`src/logic/lbc_pkg.sv`:
```
// Constants shared by the local bus cycle controller and its testbench.
// Assumes a single 20 MHz processor clock and an 8-bit multiplexed bus.
package lbc_pkg;

    // Widths of the address, data and wait-state fields.
    localparam int ADDR_W = 20;
    localparam int DATA_W = 8;
    localparam int WAIT_W = 4;
    localparam int HIGH_W = 12;

    // Cycle type codes driven on the three active-low status lines.
    localparam logic [2:0] ST_INTA  = 3'h0;
    localparam logic [2:0] ST_IORD  = 3'h1;
    localparam logic [2:0] ST_IOWR  = 3'h2;
    localparam logic [2:0] ST_HALT  = 3'h3;
    localparam logic [2:0] ST_FETCH = 3'h4;
    localparam logic [2:0] ST_MEMRD = 3'h5;
    localparam logic [2:0] ST_MEMWR = 3'h6;
    localparam logic [2:0] ST_NONE  = 3'h7;

    // Cycles that internal reset is held after the release has synchronised.
    localparam logic [2:0] RST_STRETCH = 3'h4;

    // Bus cycle sequencer states.
    typedef enum logic [2:0] {
        S_IDLE, S_T1, S_T2, S_T3, S_T4, S_HOLD
    } lbc_state_t;

endpackage : lbc_pkg

```
`src/logic/lbc_sync.sv`:
```
// Two-flop synchroniser for pin inputs, with a constant reset value.
// Assumes the inputs are asynchronous to clk.
`timescale 1ns/10ps
module lbc_sync #(
    parameter int         W  = 1,
    parameter logic [W-1:0] RV = '0
) (
    input  wire logic         clk,
    input  wire logic         rst_n,
    input  wire logic [W-1:0] d,
    output logic      [W-1:0] q
);
    logic [W-1:0] meta_q;

    // The first stage feeds only the second, so metastability settles there.
    always_ff @(posedge clk or negedge rst_n) begin
        if (!rst_n) begin
            meta_q <= RV;
            q      <= RV;
        end else begin
            meta_q <= d;
            q      <= meta_q;
        end
    end
endmodule : lbc_sync

```
`src/logic/lbc_bus_ctrl.sv`:
```
// Local bus cycle controller: status code, strobes, lock, refresh, chip
// selects, hold hand-over, reset output and test-mode float.
// Assumes the core presents one request at a time and holds it until done.
// Overview of operation
// - Status lines carry 000 inta, 001 I/O read, 010 I/O write, 011 halt.
// - Status 100 is fetch, 101 memory read, 110 memory write, 111 idle.
// - A cycle ends only once ready is seen high, unless a select times it.
// - A cycle timed by a chip select ignores the ready input.
// - The read strobe goes low in read cycles and the target drives data.
// - The write strobe goes low while write data sit on the bus.
// - While lock is low no hold request is granted.
// - During reset the lock pin is only weakly pulled high.
// - Reset aborts any cycle and puts every pin at a defined level.
// - The reset output stays high for as long as reset is applied.
// - The refresh indicator is low through a refresh cycle only.
// - Upper and lower selects go low when a memory address is in range.
// - Test mode sampled low in reset floats every output pin; here only ad_oe, ctl_oe and lock_n_oe drop, hlda and resout stay driven.
// - The test-mode pin is weakly pulled high while reset is applied.
// - Hold is granted only at an instruction boundary outside a lock.
`timescale 1ns/10ps
module lbc_bus_ctrl
    import lbc_pkg::*;
(
    input  wire logic              clk,
    input  wire logic              rst_n,
    input  wire logic              req_valid,
    input  wire logic [2:0]        req_type,
    input  wire logic [ADDR_W-1:0] req_addr,
    input  wire logic [DATA_W-1:0] req_wdata,
    input  wire logic              req_lock,
    input  wire logic              req_rfsh,
    input  wire logic              at_boundary,
    output logic                   req_done,
    output logic      [DATA_W-1:0] rd_data,
    input  wire logic [ADDR_W-1:0] ucs_base,
    input  wire logic [ADDR_W-1:0] ucs_limit,
    input  wire logic              ucs_en,
    input  wire logic              ucs_timed,
    input  wire logic [ADDR_W-1:0] lcs_base,
    input  wire logic [ADDR_W-1:0] lcs_limit,
    input  wire logic              lcs_en,
    input  wire logic              lcs_timed,
    input  wire logic [WAIT_W-1:0] cs_waits,
    input  wire logic              ready,
    input  wire logic              hold,
    input  wire logic              once_n,
    input  wire logic [DATA_W-1:0] ad_in,
    output logic      [DATA_W-1:0] ad_out,
    output logic                   ad_oe,
    output logic      [HIGH_W-1:0] addr_hi,
    output logic                   ale,
    output logic                   cycle_type_bit0_l,
    output logic                   cycle_type_bit1_l,
    output logic                   cycle_type_bit2_l,
    output logic                   rd_n,
    output logic                   wr_n,
    output logic                   ctl_oe,
    output logic                   lock_n,
    output logic                   lock_n_oe,
    output logic                   lock_pullup,
    output logic                   once_pullup,
    output logic                   rfsh_n,
    output logic                   ucs_n,
    output logic                   lcs_n,
    output logic                   hlda,
    output logic                   resout
);
    // Cycle classes decoded in more than one place.
    function automatic logic is_read(input logic [2:0] t);
        return t == ST_INTA || t == ST_IORD || t == ST_FETCH || t == ST_MEMRD;
    endfunction : is_read

    function automatic logic is_write(input logic [2:0] t);
        return t == ST_IOWR || t == ST_MEMWR;
    endfunction : is_write

    function automatic logic in_range(input logic [2:0]        t,
                                      input logic [ADDR_W-1:0] a,
                                      input logic [ADDR_W-1:0] lo,
                                      input logic [ADDR_W-1:0] hi);
        return (t == ST_FETCH || t == ST_MEMRD || t == ST_MEMWR)
               && a >= lo && a <= hi;
    endfunction : in_range

    lbc_state_t        state_q;
    logic [1:0]        rst_pipe_q;
    logic [2:0]        rst_cnt_q;
    logic              float_q;
    logic              ready_s;
    logic              hold_s;
    logic              once_s;
    logic [DATA_W-1:0] ad_s;
    logic [2:0]        type_q;
    logic [DATA_W-1:0] wdata_q;
    logic              lock_req_q;
    logic              rfsh_q;
    logic              cs_gov_q;
    logic [WAIT_W-1:0] wait_q;
    logic [2:0]        status_q;
    logic              int_rst;
    logic              start;
    logic              grant;
    logic              term;
    logic              pins_on;

    // pin synchronisers
    // Test mode and ready reset to their idle high levels, hold to low.
    lbc_sync #(.W(3 + DATA_W), .RV({3'h5, {DATA_W{1'b0}}})) u_sync (
        .clk   (clk),
        .rst_n (rst_n),
        .d     ({once_n, hold, ready, ad_in}),
        .q     ({once_s, hold_s, ready_s, ad_s})
    );

    // reset release sync
    // Assertion is asynchronous; release waits two flops plus a stretch so
    // the synchronised test-mode pin is settled before it is sampled.
    always_ff @(posedge clk or negedge rst_n) begin
        if (!rst_n) begin
            rst_pipe_q <= 2'h0;
            rst_cnt_q  <= RST_STRETCH;
        end else begin
            rst_pipe_q <= {rst_pipe_q[0], 1'b1};
            if (rst_pipe_q[1] && rst_cnt_q != 3'h0) begin
                rst_cnt_q <= rst_cnt_q - 3'h1;
            end
        end
    end

    assign int_rst = rst_cnt_q != 3'h0;

    always_ff @(posedge clk or negedge rst_n) begin
        if (!rst_n) begin
            resout      <= 1'b1;
            lock_pullup <= 1'b1;
            once_pullup <= 1'b1;
        end else begin
            resout      <= int_rst;
            lock_pullup <= int_rst;
            once_pullup <= int_rst;
        end
    end

    // test mode capture
    // Sampled every stretch cycle; the last sample before release sticks.
    always_ff @(posedge clk or negedge rst_n) begin
        if (!rst_n) begin
            float_q <= 1'b0;
        end else if (int_rst) begin
            float_q <= !once_s;
        end
    end

    assign grant = hold_s && at_boundary && lock_n && !int_rst;
    // A request still up in the done cycle belongs to the finished cycle,
    // so the core may hold it until the edge at which it sees req_done.
    assign start = req_valid && !grant && !int_rst && !req_done;
    assign term  = cs_gov_q ? (wait_q == '0) : ready_s;

    // sequencer abort
    // Every cycle takes at least four clocks: T1 address, T2 strobe, T3 wait
    // for termination, T4 recovery with status already idle.
    always_ff @(posedge clk or negedge rst_n) begin
        if (!rst_n) begin
            state_q <= S_IDLE;
        end else begin
            unique case (state_q)
                S_IDLE: begin
                    if (grant) begin
                        state_q <= S_HOLD;
                    end else if (start) begin
                        state_q <= S_T1;
                    end
                end
                S_T1: state_q <= S_T2;
                S_T2: state_q <= S_T3;
                S_T3: begin
                    if (term) begin
                        state_q <= S_T4;
                    end
                end
                S_T4: state_q <= S_IDLE;
                S_HOLD: begin
                    if (!hold_s) begin
                        state_q <= S_IDLE;
                    end
                end
            endcase
        end
    end

    // Request capture and chip-select wait counter.
    always_ff @(posedge clk or negedge rst_n) begin
        if (!rst_n) begin
            type_q     <= ST_NONE;
            wdata_q    <= '0;
            lock_req_q <= 1'b0;
            rfsh_q     <= 1'b0;
            cs_gov_q   <= 1'b0;
            wait_q     <= '0;
        end else if (state_q == S_IDLE && start) begin
            type_q     <= req_type;
            wdata_q    <= req_wdata;
            lock_req_q <= req_lock;
            rfsh_q     <= req_rfsh;
            cs_gov_q   <= (ucs_en && ucs_timed &&
                           in_range(req_type, req_addr, ucs_base, ucs_limit))
                       || (lcs_en && lcs_timed &&
                           in_range(req_type, req_addr, lcs_base, lcs_limit));
            wait_q     <= cs_waits;
        end else if (state_q == S_T3 && wait_q != '0) begin
            wait_q <= wait_q - WAIT_W'(1);
        end
    end

    always_ff @(posedge clk or negedge rst_n) begin
        if (!rst_n) begin
            status_q <= ST_NONE;
        end else if (state_q == S_IDLE && start) begin
            status_q <= req_type;
        end else if (state_q == S_T3 && term) begin
            status_q <= ST_NONE;
        end
    end

    assign cycle_type_bit0_l = status_q[0];
    assign cycle_type_bit1_l = status_q[1];
    assign cycle_type_bit2_l = status_q[2];

    // Address phase: latch enable and address lines.
    always_ff @(posedge clk or negedge rst_n) begin
        if (!rst_n) begin
            ale     <= 1'b0;
            addr_hi <= '0;
        end else begin
            ale <= state_q == S_IDLE && start;
            if (state_q == S_IDLE && start) begin
                addr_hi <= req_addr[ADDR_W-1:DATA_W];
            end
        end
    end

    // write strobe
    // Read data are taken in T4 from the synchronised bus, which by then
    // reflects what the target drove since T2; the strobe releases at that same edge.
    always_ff @(posedge clk or negedge rst_n) begin
        if (!rst_n) begin
            rd_n     <= 1'b1;
            wr_n     <= 1'b1;
            ad_out   <= '0;
            ad_oe    <= 1'b0;
            rd_data  <= '0;
            req_done <= 1'b0;
        end else begin
            req_done <= state_q == S_T4;
            if (state_q == S_IDLE && start) begin
                ad_out <= req_addr[DATA_W-1:0];
                ad_oe  <= !float_q;
            end else if (state_q == S_T1) begin
                rd_n   <= !is_read(type_q);
                wr_n   <= !is_write(type_q);
                ad_out <= wdata_q;
                ad_oe  <= !float_q && is_write(type_q);
            end else if (state_q == S_T3 && term) begin
                wr_n <= 1'b1;
            end else if (state_q == S_T4) begin
                rd_n    <= 1'b1;
                ad_oe   <= 1'b0;
                rd_data <= ad_s;
            end
        end
    end

    // lock blocks hold
    // Lock falls with a locked cycle and lifts after the first unlocked one,
    // so a locked sequence keeps the bus until its last cycle finishes.
    always_ff @(posedge clk or negedge rst_n) begin
        if (!rst_n) begin
            lock_n <= 1'b1;
        end else if (state_q == S_IDLE && start && req_lock) begin
            lock_n <= 1'b0;
        end else if (state_q == S_T4 && !lock_req_q) begin
            lock_n <= 1'b1;
        end
    end

    always_ff @(posedge clk or negedge rst_n) begin
        if (!rst_n) begin
            rfsh_n <= 1'b1;
            ucs_n  <= 1'b1;
            lcs_n  <= 1'b1;
        end else if (state_q == S_IDLE && start) begin
            rfsh_n <= !req_rfsh;
            ucs_n  <= !(ucs_en &&
                        in_range(req_type, req_addr, ucs_base, ucs_limit));
            lcs_n  <= !(lcs_en &&
                        in_range(req_type, req_addr, lcs_base, lcs_limit));
        end else if (state_q == S_T4) begin
            rfsh_n <= 1'b1;
            ucs_n  <= 1'b1;
            lcs_n  <= 1'b1;
        end
    end

    assign pins_on = !float_q && !int_rst;
    always_ff @(posedge clk or negedge rst_n) begin
        if (!rst_n) begin
            hlda      <= 1'b0;
            ctl_oe    <= 1'b0;
            lock_n_oe <= 1'b0;
        end else begin
            hlda      <= (state_q == S_IDLE && grant)
                      || (state_q == S_HOLD && hold_s);
            ctl_oe    <= pins_on && !(state_q == S_IDLE && grant)
                      && !(state_q == S_HOLD && hold_s);
            lock_n_oe <= pins_on;
        end
    end
endmodule : lbc_bus_ctrl

```
`config.mk`:
```
export PLATFORM = sky130hd
export DESIGN_NAME = lbc_bus_ctrl
export DESIGN_NICKNAME = d
export VERILOG_FILES = /design/src/logic/lbc_pkg.sv /design/src/logic/lbc_sync.sv /design/src/logic/lbc_bus_ctrl.sv
export SDC_FILE = /design/constraint.sdc
export NUM_CORES = 1
export LEC_CHECK = 0
export BUFFER_PORTS_ARGS = -buffer_cell sky130_fd_sc_hd__buf_2
export CAP_MARGIN = 20
export CORE_MARGIN = 1.5
export CORE_UTILIZATION = 50
export DETAILED_ROUTE_END_ITERATION = 6
export GPL_TIMING_DRIVEN = 0
export PLACE_DENSITY = 0.76
export SLEW_MARGIN = 20
export SYNTH_ARGS = -nofsm -noshare
export SYNTH_HDL_FRONTEND = slang
export SYNTH_HIERARCHICAL = 1
export SYNTH_SLANG_ARGS = --single-unit
```
`constraint.sdc`:
```
create_clock -name clk -period 2.3 [get_ports clk]
set_clock_uncertainty 0.1 [all_clocks]
set_input_delay 0.69 -clock clk [delete_from_list [all_inputs] [get_ports clk]]
set_output_delay 0.69 -clock clk [all_outputs]
set_load 0.03 [all_outputs]
```
==> impl_metrics.json <==
{
  "status": "complete, no violations",
  "ctsResizeCount": 0,
  "area_growth_pct": 24.61,
  "synth-edff-count": 0,
  "setup_viol": 0,
  "cp-start-kind": "input port",
  "yosys.area.top_type": "dfrtp_1",
  "portBuffers": 181,
  "synthArstFlopShare": 1.000,
  "max_freq_mhz": 448.6,
  "worstPathRequired_ns": 2.48,
  "syn_nets": 826,
  "root_buffer": "clkbuf_8",
  "drive_gt1_frac": 0.2857,
  "ir_worst_vdd_v": 0.0005365,
  "critical_path_class": "input port to flop",
  "numClockSinks": 91,
  "fin_cells": 943,
  "fin_ws_ns": 0.07068,
  "chipHeight_um": 107.1,
  "critPathLaunch": "req_addr[10]",
  "ys_top_cells_by_area": "dfrtp_1 34%, ha_1 19%, nand2_1 9.1%",
  "hp-class": "input port to async pin",
  "grt_max_degree": 61,
  "ant_nets": 0,
  "vias_per_cell": 5.153,
  "synth-seq-cells": 91,
  "dp_hpwl_mm": 11.40,
  "worstPathCellList": "buf_2 -> ha_1 -> and4_4 -> nand2_1 -> or4_1 -> o21ai_1 -> o2111ai_2 -> o211ai_2",
  "hold_viol": 0,
  "antenna_found_initial": 2,
  "overflow": 0,
  "period_share": 0.9693,
  "synth_flop_cell": "dfrtp_1",
  "cp_slowest_cell": "or4_1",
  "utilization": 0.6477,
  "synthTopCellsByCount": "131 x nand2_1, 91 x inv_1, 83 x ha_1, 74 x dfrtp_1, 45 x a21oi_1",
  "place_ws_ns": -0.3509,
  "drtPass1Iterations": 4,
  "seq_area_frac_synth": 0.4245,
  "initial_core_util": 0.5198,
  "leakagePower_nw": 3.779,
  "core_um2": 10420,
  "n_fill_cell": 918,
  "drc": 0,
  "worst_pin_slew_ns": 0.5443,
  "place_inst": 925,
  "routedWlPerCell_um": 14.71,
  "cts_buffers": 9,
  "routabilityCongestion": 0.8669,
  "vias": 4859,
  "end_kind": "flop",
  "clk_latency_ns": 0.37,
  "synth_most_common_cell": "nand2_1",
  "h-tree-depth": 3,
  "grt_pass1_wl_mm": 22.58,
  "max-cap-violations": 0,
  "r2r_slack_ns": 0.16,
  "yosysUniqueCellTypes": 48,
  "rsz0062_at_grt": "true",
  "cts_buffer_depth": 2,
  "avgSynthCellArea_um2": 8.919,
  "crit_fanout": 5,
  "track_usage": 0.2538,
  "powerDensity_nw_per_um2": 925.5,
  "cp.arrival_ns": 2.41,
  "design.die.area_um2": 11460,
  "yosysTopAreaCellShare": 0.3420,
  "synthCells": 607,
  "period_minus_slack_ns": 2.229,
  "ios": 182,
  "dr.first_iter.drc_count": 210,
  "relSlewSlack": 0.6371,
  "die_w_um": 107.1,
  "clk_pin_slew_ns": 0.10,
  "fin_nets": 1019,
  "cts_tree": "done",
  "reg2reg_to": "wait_q[2]$_DFFE_PN0P_",
  "p_total_mw": 6.244,
  "synth_area_um2": 5414,
  "drv_slew": 0,
  "yosysWarnings": 6,
  "cts_setup_buffers": 0,
  "grt_pass1_vias": 5004,
  "fp-row-count": 37,
  "ctsHoldBuffers": 0,
  "worst_r2r_startpoint": "rst_cnt_q[0]$_DFFE_PN0P_",
  "routed_wl_mm": 13.87,
  "critPathMaxStageDelay_ns": 0.51,
  "r2r_cells": 8
}
worst max path at each step:
stage,to,slack [ns],cells after the start
after floorplan,cs_gov_q$_DFFE_PN0P_,0.02,8
after CTS,cs_gov_q$_DFFE_PN0P_,0.02,8
after global routing,cs_gov_q$_DFFE_PN0P_,-0.04,8
after detailed placement,cs_gov_q$_DFFE_PN0P_,-0.35,8
final,cs_gov_q$_DFFE_PN0P_,0.07,8
after global placement,cs_gov_q$_DFFE_PN0P_,-0.33,8
metrics by stage:
stage / instance area [um2] / setup TNS (ns) / hold WS, ns
2_1_floorplan: 5414 / 0 / 0.2312
3_3_place_gp: 6490 / -22.65 / 0.2319
3_5_place_dp: 6520 / -0.9692 / 0.2347
4_1_cts: 6720 / 0 / 0.1441
5_1_grt: 6746 / -0.03609 / 0.1684
6_report: 6746 / 0 / 0.1506
layout by cell type, fill, tap and decap left out, types with 3 or more instances in the layout:
cell          n
a211oi_1      5
a21o_1        6
a21oi_1      45
buf_2       183
buf_4         3
clkbuf_1     11
clkbuf_8      9
clkinvlp_4    3
dfrtp_1      74
dfstp_2      17
ha_1         83
inv_1        91
mux2i_1       8
nand2_1     131
nand3_1       5
nand4_1      11
nor2_1       29
nor2b_1       6
nor3_1        7
o21a_1        5
o21ai_0      27
o221ai_1      5
cells by family after synthesis:
kind of cell,synth area share
AND/OR/NAND/NOR,0.1585
AO/OA/AOI/OAI,0.1241
buffers and inverters,0.07696
flip-flops,0.4245
adder cells (fa/ha/maj),0.1918
multiplexers,0.01687
XOR/XNOR,0.006472
other,0.0006927
where the power goes:
part           total (mW)  internal (mW)  switching (mW)
logic                2.67          0.925            1.75
registers            2.47           2.17           0.294
clock network        1.10          0.513           0.589
total                6.24           3.61            2.63
flip-flops by register name, summed over array words and instances (netlist names), 2 cells and up:
register and flops:
wdata_q 8, ad_out 8, u_sync/meta_q 11, rd_data 8, wait_q 4, u_sync/q 11
type_q 2, status_q 3, rst_cnt_q 3, addr_hi 12, state_q 3, rst_pipe_q 2
routing by layer:
metal,up-vias,track usage,routed length [um]
met5,-,0,0
met2,163,0.4345,6804
met4,0,0.09905,345
met1,2271,0.3089,6016
met3,26,0.05836,703
li1,2399,-,-
worst max-delay path: cells and delay by family:
kind                     cells  cell delay, ns
AND/OR/NAND/NOR              3            0.81
AO/OA/AOI/OAI                3            0.43
adder cells (fa/ha/maj)      1            0.33
buffers and inverters        1            0.15
area by class of cell:
class                      instances  area (um2)  share of cell area
clock buffer                      10       127.6             0.01892
antenna                            2       5.005           0.0007418
inverter                          92       345.3             0.05119
buffer                            16       72.57             0.01076
clock inverter                     6       72.57             0.01076
sequential                        91        2298              0.3407
timing repair buffer             182       935.9              0.1387
multi-input combinational        408        2719              0.4030
tap                              136       170.2             0.02522
Note: power is estimated with default switching activity, not from simulation.
